### src/verilog/pae_pkg.sv
`default_nettype none
package pae_pkg;
  // =========================================================
  // sizes
  localparam int ALM_NUM   = 2;        // alarms per channel
  localparam int GRP_NUM   = 12;       // group outputs
  localparam int SRC_NUM   = 15;       // selectable enable sources
  localparam int VAL_W     = 16;       // engineering value width
  localparam int TIM_W     = 16;       // second counters
  // =========================================================
  // timing
  localparam int CLK_NS    = 10;       // core clock period
  localparam int SEC_NS    = 1000000000; // one second in ns
  localparam int SEC_CYC   = SEC_NS / CLK_NS; // cycles per second
  localparam int TICK_W    = 27;       // second divider width
  // =========================================================
  // register map (word addresses)
  localparam logic [3:0] BLK_GLOBAL = 4'h0; // global block
  localparam logic [3:0] REG_STAT   = 4'h0; // rd: states, wr: ack bits
  localparam logic [3:0] REG_GRP    = 4'h1; // rd: group outputs
  localparam logic [3:0] REG_CFG    = 4'h0; // per alarm configuration
  localparam logic [3:0] REG_TRIP   = 4'h1; // trip level
  localparam logic [3:0] REG_HYST   = 4'h2; // value hysteresis
  localparam logic [3:0] REG_TIME   = 4'h3; // time hysteresis or delay, s
  localparam logic [3:0] REG_DEV    = 4'h4; // rate deviation
  localparam logic [3:0] REG_PER    = 4'h5; // rate period, s
  localparam logic [3:0] REG_FLT    = 4'h6; // rate filter shift
  // configuration field positions
  localparam int CFG_TYPE_LSB = 0;    // alarm type, 4 bits
  localparam int CFG_SEL_LSB  = 4;    // enable source select, 4 bits
  localparam int CFG_LOG_BIT  = 8;    // log enable
  localparam int CFG_GRP_LSB  = 12;   // group mask, 12 bits
  // =========================================================
  // types
  typedef enum logic [3:0] {
    hi_proc, lo_proc, hi_latch, lo_latch, hi_annun,
    lo_annun, hi_rate, lo_rate, hi_delay, lo_delay
  } pae_kind_type;

  typedef struct packed {
    logic                    valid; // new sample strobe
    logic signed [VAL_W-1:0] value; // engineering value
  } pae_sample_type;

  typedef struct packed {
    logic       valid;              // one-cycle log strobe
    logic [0:0] index;              // alarm that changed
    logic       state;              // its new state
  } pae_event_type;

  typedef struct packed {
    pae_kind_type            kind;  // alarm type
    logic [3:0]              sel;   // enable source select
    logic                    log_en;
    logic [GRP_NUM-1:0]      grp;   // group membership
    logic signed [VAL_W-1:0] trip;
    logic        [VAL_W-1:0] hyst;
    logic        [TIM_W-1:0] tsec;  // time hysteresis / delay
    logic        [VAL_W-1:0] dev;
    logic        [TIM_W-1:0] per;
    logic [3:0]              flt;
    logic                    active;
    logic        [TIM_W-1:0] tcnt;  // time hysteresis count
    logic        [TIM_W-1:0] dly;   // remaining delay
    logic                    en_q;  // enable of last cycle
    logic        [TIM_W-1:0] pcnt;  // period count
    logic signed [VAL_W-1:0] filt;  // averaged value
    logic signed [VAL_W-1:0] ref_v; // value at period start
    logic                    pend;  // log event waiting
  } pae_alm_type;
endpackage : pae_pkg
`default_nettype wire
### src/verilog/pae_evaluator.sv
// What this block does
// - alarms only for analog sourced channels
// - compare value against trip level
// - time hysteresis must elapse before activation
// - leaving condition restarts time hysteresis
// - annunciate uses trip and time only
// - delayed alarm: trip, hysteresis, delay time
// - delay suppresses activation after enable rises
// - after delay behave as process alarm with no time hysteresis
// - high rate: change above deviation per period
// - low rate: change below deviation per period
// - rate alarm clears after clean period
// - average source before rate evaluation
// - enable follows selected enable source
// - no source selected means always enabled
// - log event on every state change
// - twelve bit group membership per alarm
// - group output ors member alarm states
`timescale 1ns/10ps
`default_nettype none
module pae_evaluator
  import pae_pkg::*;
#(
  parameter int TICK_CYCLES = SEC_CYC     // cycles per second tick
) (
  input  wire logic                 core_clk_i,
  input  wire logic                 sys_rst_i,
  input  wire logic [7:0]           reg_addr_i,      // word address
  input  wire logic [31:0]          reg_wdata_i,
  input  wire logic                 reg_wr_i,
  input  wire logic                 reg_rd_i,
  output logic      [31:0]          reg_rdata_o,     // valid cycle after read
  input  wire pae_sample_type       sample_i,        // sampled channel value
  input  wire logic                 source_analog_i, // channel fed by analog
  input  wire logic [SRC_NUM-1:0]   enable_src_i,    // enable source levels
  output logic      [GRP_NUM-1:0]   group_o,         // group signals
  output logic      [ALM_NUM-1:0]   alarm_state_o,   // alarm states
  output pae_event_type             event_o          // alarm log event
);

  // =========================================================
  // state
  typedef struct packed {
    logic [TICK_W-1:0]       tick_cnt;  // second divider
    logic signed [VAL_W-1:0] value;     // latest sample
    pae_alm_type [ALM_NUM-1:0] alm;     // per alarm state
    logic [GRP_NUM-1:0]      grp;       // group outputs
    logic [31:0]             rdata;     // read data
    pae_event_type           evt;       // log event
  } pae_state_type;

  pae_state_type s_ff;                  // registered state
  pae_state_type nxt_s;                 // next state

  localparam logic [TICK_W-1:0] TICK_LAST = TICK_W'(TICK_CYCLES - 1);

  // =========================================================
  // next state
  always_comb begin
    pae_alm_type             c;         // alarm being worked
    logic                    tick;      // one second pulse
    logic [SRC_NUM:0]        src_ext;   // sources with always-on slot
    logic                    en;        // alarm enabled
    logic                    hi;        // high variant
    logic                    is_latch;
    logic                    is_annun;
    logic                    is_rate;
    logic                    is_delay;
    logic signed [VAL_W:0]   v;         // value, widened
    logic signed [VAL_W:0]   lvl;       // trip, widened
    logic signed [VAL_W:0]   hy;        // effective hysteresis
    logic signed [VAL_W:0]   fd;        // filter difference
    logic signed [VAL_W:0]   rd;        // rate difference
    logic        [VAL_W:0]   mag;       // rate magnitude
    logic                    cset;      // trip condition
    logic                    chold;     // hold condition
    logic                    viol;      // rate out of limits
    logic                    old_act;
    logic                    found;     // event already picked
    logic [3:0]              blk;       // address block
    logic [0:0]              ai;        // alarm index of block
    c        = '0;
    tick     = 1'b0;
    src_ext  = '0;
    en       = 1'b0;
    hi       = 1'b0;
    is_latch = 1'b0;
    is_annun = 1'b0;
    is_rate  = 1'b0;
    is_delay = 1'b0;
    v        = '0;
    lvl      = '0;
    hy       = '0;
    fd       = '0;
    rd       = '0;
    mag      = '0;
    cset     = 1'b0;
    chold    = 1'b0;
    viol     = 1'b0;
    old_act  = 1'b0;
    found    = 1'b0;
    blk      = reg_addr_i[7:4];
    ai       = blk[0:0] - 1'b1;
    nxt_s    = s_ff;

    // second divider
    if (s_ff.tick_cnt == TICK_LAST) begin
      nxt_s.tick_cnt = '0;
      tick           = 1'b1;
    end else begin
      nxt_s.tick_cnt = s_ff.tick_cnt + 1'b1;
    end

    // latest sample kept for the comparisons
    if (sample_i.valid) begin
      nxt_s.value = sample_i.value;
    end

    // configuration writes
    if (reg_wr_i && blk != BLK_GLOBAL && blk <= 4'(ALM_NUM)) begin
      case (reg_addr_i[3:0])
        REG_CFG: begin
          nxt_s.alm[ai].kind   = pae_kind_type'(reg_wdata_i[CFG_TYPE_LSB +: 4]);
          nxt_s.alm[ai].sel    = reg_wdata_i[CFG_SEL_LSB +: 4];
          nxt_s.alm[ai].log_en = reg_wdata_i[CFG_LOG_BIT];
          nxt_s.alm[ai].grp    = reg_wdata_i[CFG_GRP_LSB +: GRP_NUM];
        end
        REG_TRIP: nxt_s.alm[ai].trip = reg_wdata_i[VAL_W-1:0];
        REG_HYST: nxt_s.alm[ai].hyst = reg_wdata_i[VAL_W-1:0];
        REG_TIME: nxt_s.alm[ai].tsec = reg_wdata_i[TIM_W-1:0];
        REG_DEV:  nxt_s.alm[ai].dev  = reg_wdata_i[VAL_W-1:0];
        REG_PER:  nxt_s.alm[ai].per  = reg_wdata_i[TIM_W-1:0];
        REG_FLT:  nxt_s.alm[ai].flt  = reg_wdata_i[3:0];
        default:  nxt_s.alm[ai].flt  = nxt_s.alm[ai].flt; // unmapped, ignored
      endcase
    end

    // per alarm evaluation
    src_ext = {enable_src_i, 1'b1};
    v       = {s_ff.value[VAL_W-1], s_ff.value};
    for (int a = 0; a < ALM_NUM; a++) begin
      c        = nxt_s.alm[a];
      old_act  = s_ff.alm[a].active;
      en       = src_ext[c.sel];
      hi       = 1'b0;
      is_latch = 1'b0;
      is_annun = 1'b0;
      is_rate  = 1'b0;
      is_delay = 1'b0;
      case (c.kind)
        hi_proc:  hi = 1'b1;
        lo_proc:  hi = 1'b0;
        hi_latch: begin hi = 1'b1; is_latch = 1'b1; end
        lo_latch: is_latch = 1'b1;
        hi_annun: begin hi = 1'b1; is_annun = 1'b1; end
        lo_annun: is_annun = 1'b1;
        hi_rate:  begin hi = 1'b1; is_rate = 1'b1; end
        lo_rate:  is_rate = 1'b1;
        hi_delay: begin hi = 1'b1; is_delay = 1'b1; end
        lo_delay: is_delay = 1'b1;
        default:  hi = 1'b1;                // spare codes act as high process
      endcase

      // trip and release levels
      lvl   = {c.trip[VAL_W-1], c.trip};
      hy    = is_annun ? '0 : $signed({1'b0, c.hyst});
      cset  = hi ? (v > lvl) : (v < lvl);
      // release levels two bits wider so a large hysteresis cannot wrap
      chold = hi ? ((VAL_W+2)'(v) > (VAL_W+2)'(lvl) - (VAL_W+2)'(hy))
                 : ((VAL_W+2)'(v) < (VAL_W+2)'(lvl) + (VAL_W+2)'(hy));

      // delay after enable turns on
      if (en && !c.en_q) begin
        c.dly = is_delay ? c.tsec : '0;
      end else if (tick && c.dly != '0) begin
        c.dly = c.dly - 1'b1;
      end
      c.en_q = en;

      // averaging ahead of the rate check
      if (sample_i.valid) begin
        fd     = {sample_i.value[VAL_W-1], sample_i.value} - {c.filt[VAL_W-1], c.filt};
        c.filt = c.filt + VAL_W'(fd >>> c.flt);
      end

      if (!source_analog_i || !en) begin
        c.active = 1'b0;
        c.tcnt   = '0;
        c.pcnt   = '0;
        c.ref_v  = c.filt;
      end else if (is_rate) begin
        if (tick) begin
          if (c.pcnt + 1'b1 >= c.per) begin
            c.pcnt   = '0;
            rd       = {c.filt[VAL_W-1], c.filt} - {c.ref_v[VAL_W-1], c.ref_v};
            mag      = rd[VAL_W] ? unsigned'(-rd) : unsigned'(rd); // full width magnitude
            viol     = hi ? (mag > {1'b0, c.dev})
                          : (mag < {1'b0, c.dev});
            c.active = viol;
            c.ref_v  = c.filt;
          end else begin
            c.pcnt = c.pcnt + 1'b1;
          end
        end
      end else if (is_delay && c.dly != '0) begin
        c.active = 1'b0;
        c.tcnt   = '0;
      end else if (c.active) begin
        c.tcnt = '0;
        if (is_latch) begin
          if (reg_wr_i && blk == BLK_GLOBAL && reg_addr_i[3:0] == REG_STAT
              && reg_wdata_i[a]) begin
            c.active = 1'b0;
          end
        end else if (!chold) begin
          c.active = 1'b0;
        end
      end else if (cset) begin
        if (is_delay || c.tcnt >= c.tsec) begin
          c.active = 1'b1;
        end else if (tick) begin
          c.tcnt = c.tcnt + 1'b1;
        end
      end else begin
        c.tcnt = '0;
      end

      // log request for any change of state
      if (c.log_en && (c.active != old_act)) begin
        c.pend = 1'b1;
      end
      nxt_s.alm[a] = c;
    end

    // one log event per cycle, lowest alarm first
    nxt_s.evt = '0;
    for (int a = 0; a < ALM_NUM; a++) begin
      if (s_ff.alm[a].pend && !found) begin
        found           = 1'b1;
        nxt_s.evt.valid = 1'b1;
        nxt_s.evt.index = a[0:0];
        nxt_s.evt.state = s_ff.alm[a].active;
        // a change in this cycle keeps the request
        if (nxt_s.alm[a].active == s_ff.alm[a].active) begin
          nxt_s.alm[a].pend = 1'b0;
        end
      end
    end

    // group outputs
    nxt_s.grp = '0;
    for (int a = 0; a < ALM_NUM; a++) begin
      if (nxt_s.alm[a].active) begin
        nxt_s.grp = nxt_s.grp | nxt_s.alm[a].grp;
      end
    end

    // register reads, answered next cycle
    nxt_s.rdata = '0;
    if (reg_rd_i) begin
      if (blk == BLK_GLOBAL) begin
        case (reg_addr_i[3:0])
          REG_STAT: nxt_s.rdata = 32'(alarm_state_o);
          REG_GRP:  nxt_s.rdata = 32'(s_ff.grp);
          default:  nxt_s.rdata = '0;                  // unmapped reads zero
        endcase
      end else if (blk <= 4'(ALM_NUM)) begin
        case (reg_addr_i[3:0])
          REG_CFG:  nxt_s.rdata = {8'h00, s_ff.alm[ai].grp, 3'h0,
                                   s_ff.alm[ai].log_en, s_ff.alm[ai].sel,
                                   s_ff.alm[ai].kind};
          REG_TRIP: nxt_s.rdata = 32'(unsigned'(s_ff.alm[ai].trip));
          REG_HYST: nxt_s.rdata = 32'(s_ff.alm[ai].hyst);
          REG_TIME: nxt_s.rdata = 32'(s_ff.alm[ai].tsec);
          REG_DEV:  nxt_s.rdata = 32'(s_ff.alm[ai].dev);
          REG_PER:  nxt_s.rdata = 32'(s_ff.alm[ai].per);
          REG_FLT:  nxt_s.rdata = 32'(s_ff.alm[ai].flt);
          default:  nxt_s.rdata = '0;
        endcase
      end
    end
  end

  // =========================================================
  // state register
  always_ff @(posedge core_clk_i) begin
    if (sys_rst_i) begin
      s_ff <= '0;
    end else begin
      s_ff <= nxt_s;
    end
  end

  // =========================================================
  // outputs
  always_comb begin
    for (int a = 0; a < ALM_NUM; a++) begin
      alarm_state_o[a] = s_ff.alm[a].active;
    end
  end
  assign group_o     = s_ff.grp;
  assign event_o     = s_ff.evt;
  assign reg_rdata_o = s_ff.rdata;

endmodule : pae_evaluator
`default_nettype wire

### config.mk
export PLATFORM = sky130hd
export DESIGN_NAME = pae_evaluator
export DESIGN_NICKNAME = d
export VERILOG_FILES = /design/src/verilog/pae_pkg.sv /design/src/verilog/pae_evaluator.sv
export SDC_FILE = /design/constraint.sdc
export NUM_CORES = 2
export LEC_CHECK = 0
export BUFFER_PORTS_ARGS = -buffer_cell sky130_fd_sc_hd__buf_2
export CORE_MARGIN = 5
export CORE_UTILIZATION = 35
export DETAILED_ROUTE_END_ITERATION = 8
export SLEW_MARGIN = 0
export SYNTH_ARGS = -nofsm -noshare
export SYNTH_HDL_FRONTEND = slang
export SYNTH_SLANG_ARGS = --single-unit
### constraint.sdc
create_clock -name core_clk_i -period 17.9 [get_ports core_clk_i]
set_input_delay 5.37 -clock core_clk_i [delete_from_list [all_inputs] [get_ports core_clk_i]]
set_output_delay 5.37 -clock core_clk_i [all_outputs]
set_load 0.02 [all_outputs]
# After elaboration in Yosys (flattened, before gate mapping)
# Cells that the tools add are included.
dict set report op_classes {
  add_sub_neg 20
  bitwise 2
  reduce_logical 47
  mux 125
  eq_ne 29
  shifts 2
  n_lt_le_gt_ge 21
}
# cell n
set op_table {}
lappend op_table {{bitwise mux 376 bit} 11}
lappend op_table {{one-hot mux 376 bit (7 select lines)} 1}
lappend op_table {{demux 188 bit (select 1 bit)} 10}
lappend op_table {{2-to-1 mux 188 bit} 3}
lappend op_table {{2-to-1 mux 16 bit} 32}
lappend op_table {{2-to-1 mux 376 bit} 1}
lappend op_table {{2-to-1 mux 184 bit} 1}
lappend op_table {{2-to-1 mux 180 bit} 1}
lappend op_table {{2-to-1 mux 179 bit} 1}
lappend op_table {{one-hot mux 24 bit (7 select lines)} 1}
lappend op_table {{2-to-1 mux 167 bit} 1}
lappend op_table {{2-to-1 mux 151 bit} 1}
lappend op_table {{2-to-1 mux 17 bit} 8}
lappend op_table {{2-to-1 mux 135 bit} 1}
lappend op_table {{2-to-1 mux 119 bit} 1}
lappend op_table {{2-to-1 mux 103 bit} 1}
lappend op_table {{2-to-1 mux 87 bit} 1}
lappend op_table {{subtractor 16 x 16 -> 17 bit} 4}
lappend op_table {{adder 16 x 1 -> 16 bit (second input constant)} 4}
lappend op_table {{greater-or-equal comparator 16 bit} 4}
lappend op_table {{nonzero test 16 bit} 4}
lappend op_table {{== test 4 x 3 -> 1 bit (second input constant)} 11}
lappend op_table {{2-to-1 mux 1 bit} 40}
lappend op_table {{adder 16 x 17 -> 18 bit} 2}
lappend op_table {{other kinds (38)} 101}
dict set report word_totals {
  in_bits 77
  out_inout_bits 49
  ff_bits 466
}

# Depth between registers and ports, before layout
dict set report logic_depth {
  depth_word 29
  depth_mapped 53
  mapped_depth_nobuf 51
}

# Worst setup path after synthesis
# Ideal clock, no wire load.
dict set report synth_path {
  path_kind {input port to flip-flop}
  start {input port sample_i[0] (netlist name)}
  end {register s_ff, in the netlist group_o[0]}
  arrival_time_ps 13926
  path_buffers 2
  path_slack_ps 3857
  setup_time_ps 117
  cell_stages 51
  cell_sequence {inv_1 ha_1 fa_1 nor2b_1 o21a_1 o21ai_1 a211oi_1 o21ai_1 xnor2_1 nor2_1 a21oi_1 mux2i_1 nor2_1 a21oi_1 a21oi_1 ha_1 a21o_1 a21o_1 (+15 left out) a22oi_1 clkbuf_1 mux2i_1 ha_1 nor2b_1 o21a_1 o21a_1 o21a_1 o21a_1 o21ai_0 a21oi_1 o211ai_1 o31ai_1 mux2_2 a211oi_2 nor2_2 buf_4 a22o_1}
}
# element line
set synth_rtl {}
lappend synth_rtl {{from (decl)} pae_evaluator.sv:33} ;# input wire pae_sample_type sample_i,
lappend synth_rtl {{to (signal assigned)} pae_evaluator.sv:290} ;# s_ff <= nxt_s;
lappend synth_rtl {{to (decl)} pae_evaluator.sv:52} ;# pae_state_type s_ff;

==> summary.txt <==
Route
  • DR pass1 iterations: 8
  • ANT nets after route: 0
  • WL/cell: 20.8 um
  • Vias per cell: 5.67
  • Drt first-iter violations: 3376
  • Routed vias: 34200
  • Total Wirelength: 126000 um
  • Residual DRC count: 0

Clock tree
  • # hold bufs at CTS: 0
  • H-tree levels: 2
  • CTS tree: done
  • Setup Buffers After CTS: 0
  • Clk buf depth: 3
  • Worst-Skew Late Latency: 0.64 ns
  • Post-CTS Resized: 0
  • CTS Sinks: 458
  • CTS clk-pin slew, worst paths: 0.06 ns
  • Cell at the root of the clock tree: clkbuf_16
  • CTS buffer count: 53

Floorplan
  • Die width: 334 um
  • Ports: 126
  • Die area: 111000 um2
  • Chip height: 334 um
  • Core area: 104000 um2
  • Initial core utilization: 35.3%
  • Num rows: 118

Yosys
  • Dominant synthesized flop cell: dfxtp_1
  • Synth warnings: 0
  • Synth unique cells: 116
  • Register area share after synthesis: 25.0%
  • Mean Syn Cell Area: 7.77 um2
  • Synth Instances: 4720
  • Mapped cell area: 36700 um2
  • EDFF count, synth: 0
  • Fraction of registers with async set/reset: 0%
  • #FFs+latches synth: 458

Timing
  • Worst Skew: 0.0625 ns
  • RSZ-0062 raised after global routing: false
  • Max transition margin: 17.7%
  • Minimum clock period: 15.34 ns
  • Final Max Tran Viols: 0
  • Final Setup Violations: 0
  • Fin Setup TNS: 0 ns
  • Tcrit/Tclk final: 85.7%
  • Fmax: 65.2 MHz
  • Slew @ Worst Pin: 1.20 ns
  • Fin. Hold Viols: 0

Power
  • PwrDens: 160 nW/um2
  • Total Power: 6350 uW
  • VDD IR max: 0.227 mV
  • Leak: 0.0172 uW

Placement
  • Post-DP Area: 38000 um2
  • Placer Congestion: 0.946
  • DP HPWL: 95200 um
  • Port buffer count: 109

Worst setup path
  • Crit path max fanout: 12
  • Worst EP arrival: 15.93 ns
  • Worst path max stage delay: 0.77 ns
  • Crit path kind: input pin to flop
  • Crit end category: flop
  • CP max-delay cell: nor2_2
  • Delay-heaviest family, CP: compound AO/OA/AOI/OAI gates
  • CP Buf/Inv Count: 2
  • Critical Path RT: 18.48 ns
  • Cell mode on critical path: a21oi_1
  • Worst setup SP type: input pin

Min path
  • Worst Hold Class: flop to flop

Run status
  • Status: finished clean

Layout
  • Cell area after layout: 39800 um2
  • Area growth, synth to finish: 8.58%
  • Final core occ: 38.4%
  • Commonest non-fill, non-tap cell in the layout: nor2_1
  • Layout cells sized above 1: 8.34%
  • # nets final: 5063
  • Commonest cells after routing, fill and taps aside: nor2_1 (608), dfxtp_1 (458), a21oi_1 (370)

Global route
  • Global Route Usage Sum: 21.6%
  • First-pass GRT wire length: 192000 um
  • GRT overflow: 0
  • Pin count of the biggest net entering global routing: 203
  • Initial antenna violation count: 10
  • Vias in the first global route: 31900

Run
  • # Max-Cap Violations: 0
==> synthesized netlist by cell type, types with 11 or more instances <==
cell type	n	area, um2
a21o_1	79	593
nor2b_1	50	313
nor3_1	101	505
xor2_1	94	823
inv_1	253	950
and3_1	64	400
dfxtp_1	458	9170
o221ai_1	12	105
nand3_1	116	581
ha_1	366	4580
o221a_2	11	124
nor2_1	608	2280
nor4_1	28	175
a31oi_1	38	238
nand2b_1	54	338
or4_1	17	128
a21oi_1	370	1850
buf_2	21	105
mux2_2	17	191
o31ai_1	29	218
nand2_1	322	1210
a22o_1	28	245
or2_2	45	282
a211oi_1	42	315
and2_1	55	344
nor3b_1	27	203
o211ai_1	27	203
a2111oi_0	12	105
nand3b_1	21	158
o21bai_1	20	150
mux2i_1	217	2170
o21a_1	41	308
buf_1	14	52.6
a22oi_1	90	676
or3_1	30	188
xnor2_1	154	1350
clkbuf_1	245	920
a21boi_0	17	128
o21ai_0	185	926
buf_4	53	398
nand4_1	57	357
o22ai_1	18	113
==> routing by layer <==
metal	up-vias	track usage [%]	wire length [um]
met1	16300	29.2	55500
li1	16500	-	-
met5	-	0	49
met4	8	7.26	4910
met3	260	3.84	9650
met2	1187	34.8	55800
==> state kept, by name (all words and copies together) (netlist names) <==
register / flops
reg_rdata_o: 24
s_ff: 417
group_o: 12
alarm_state_o: 2
event_o: 3
==> cell type report <==
class | instances | area, um2
inverter | 253 | 950
sequential | 458 | 9170
timing repair buffer | 168 | 1010
clock inverter | 17 | 241
multi-input combinational | 3678 | 25100
fill | 10700 | 64000
antenna | 6 | 15.0
tap | 1380 | 1730
clock buffer | 81 | 1610
==> final timing paths <==
check              startpoint          to  slack (ns)  cells past startpoint
setup / recovery  sample_i[0]  group_o[6]        2.56                     45
hold / removal       s_ff[59]    s_ff[59]        0.45                      2
setup reg to reg    s_ff[253]   s_ff[235]        7.20                     34
hold reg to reg      s_ff[59]    s_ff[59]        0.45                      2
==> where the power goes <==
part           switching, uW  internal [uW]
clock                    483            669
combinational           2380           1700
sequential              51.2           1070
total                   2910           3440
==> worst register-to-register path, delay by kind of cell (launching register included) <==
kind,cells,cell delay [ns]
xor+xnor,3,0.51
flops,1,0.59
compound gates,17,5.55
fa+ha+maj,4,1.08
simple gates,10,2.91
==> per-stage QoR <==
stage,worst slack [ns],std cells,hold slack (ns)
after floorplan,3.86,4727,0.426
after global placement,2.15,5937,0.441
after detailed placement,2.04,5937,0.443
after CTS,2.69,6035,0.452
after global routing,1.63,6035,0.472
final,2.56,6041,0.451
==> cells by family after synthesis <==
family	count (synthesis)	share of synthesized area, %
and+or+nand+nor	1647	21.8
AOI/OAI and AO/OA	1160	20.8
buffers and inverters	591	6.75
DFF	458	25.0
adders and majority gates	374	12.9
xor gates and xnor gates	250	6.01
muxes	239	6.71
other	1	0.0102
Power figures use the tool's default switching activity.
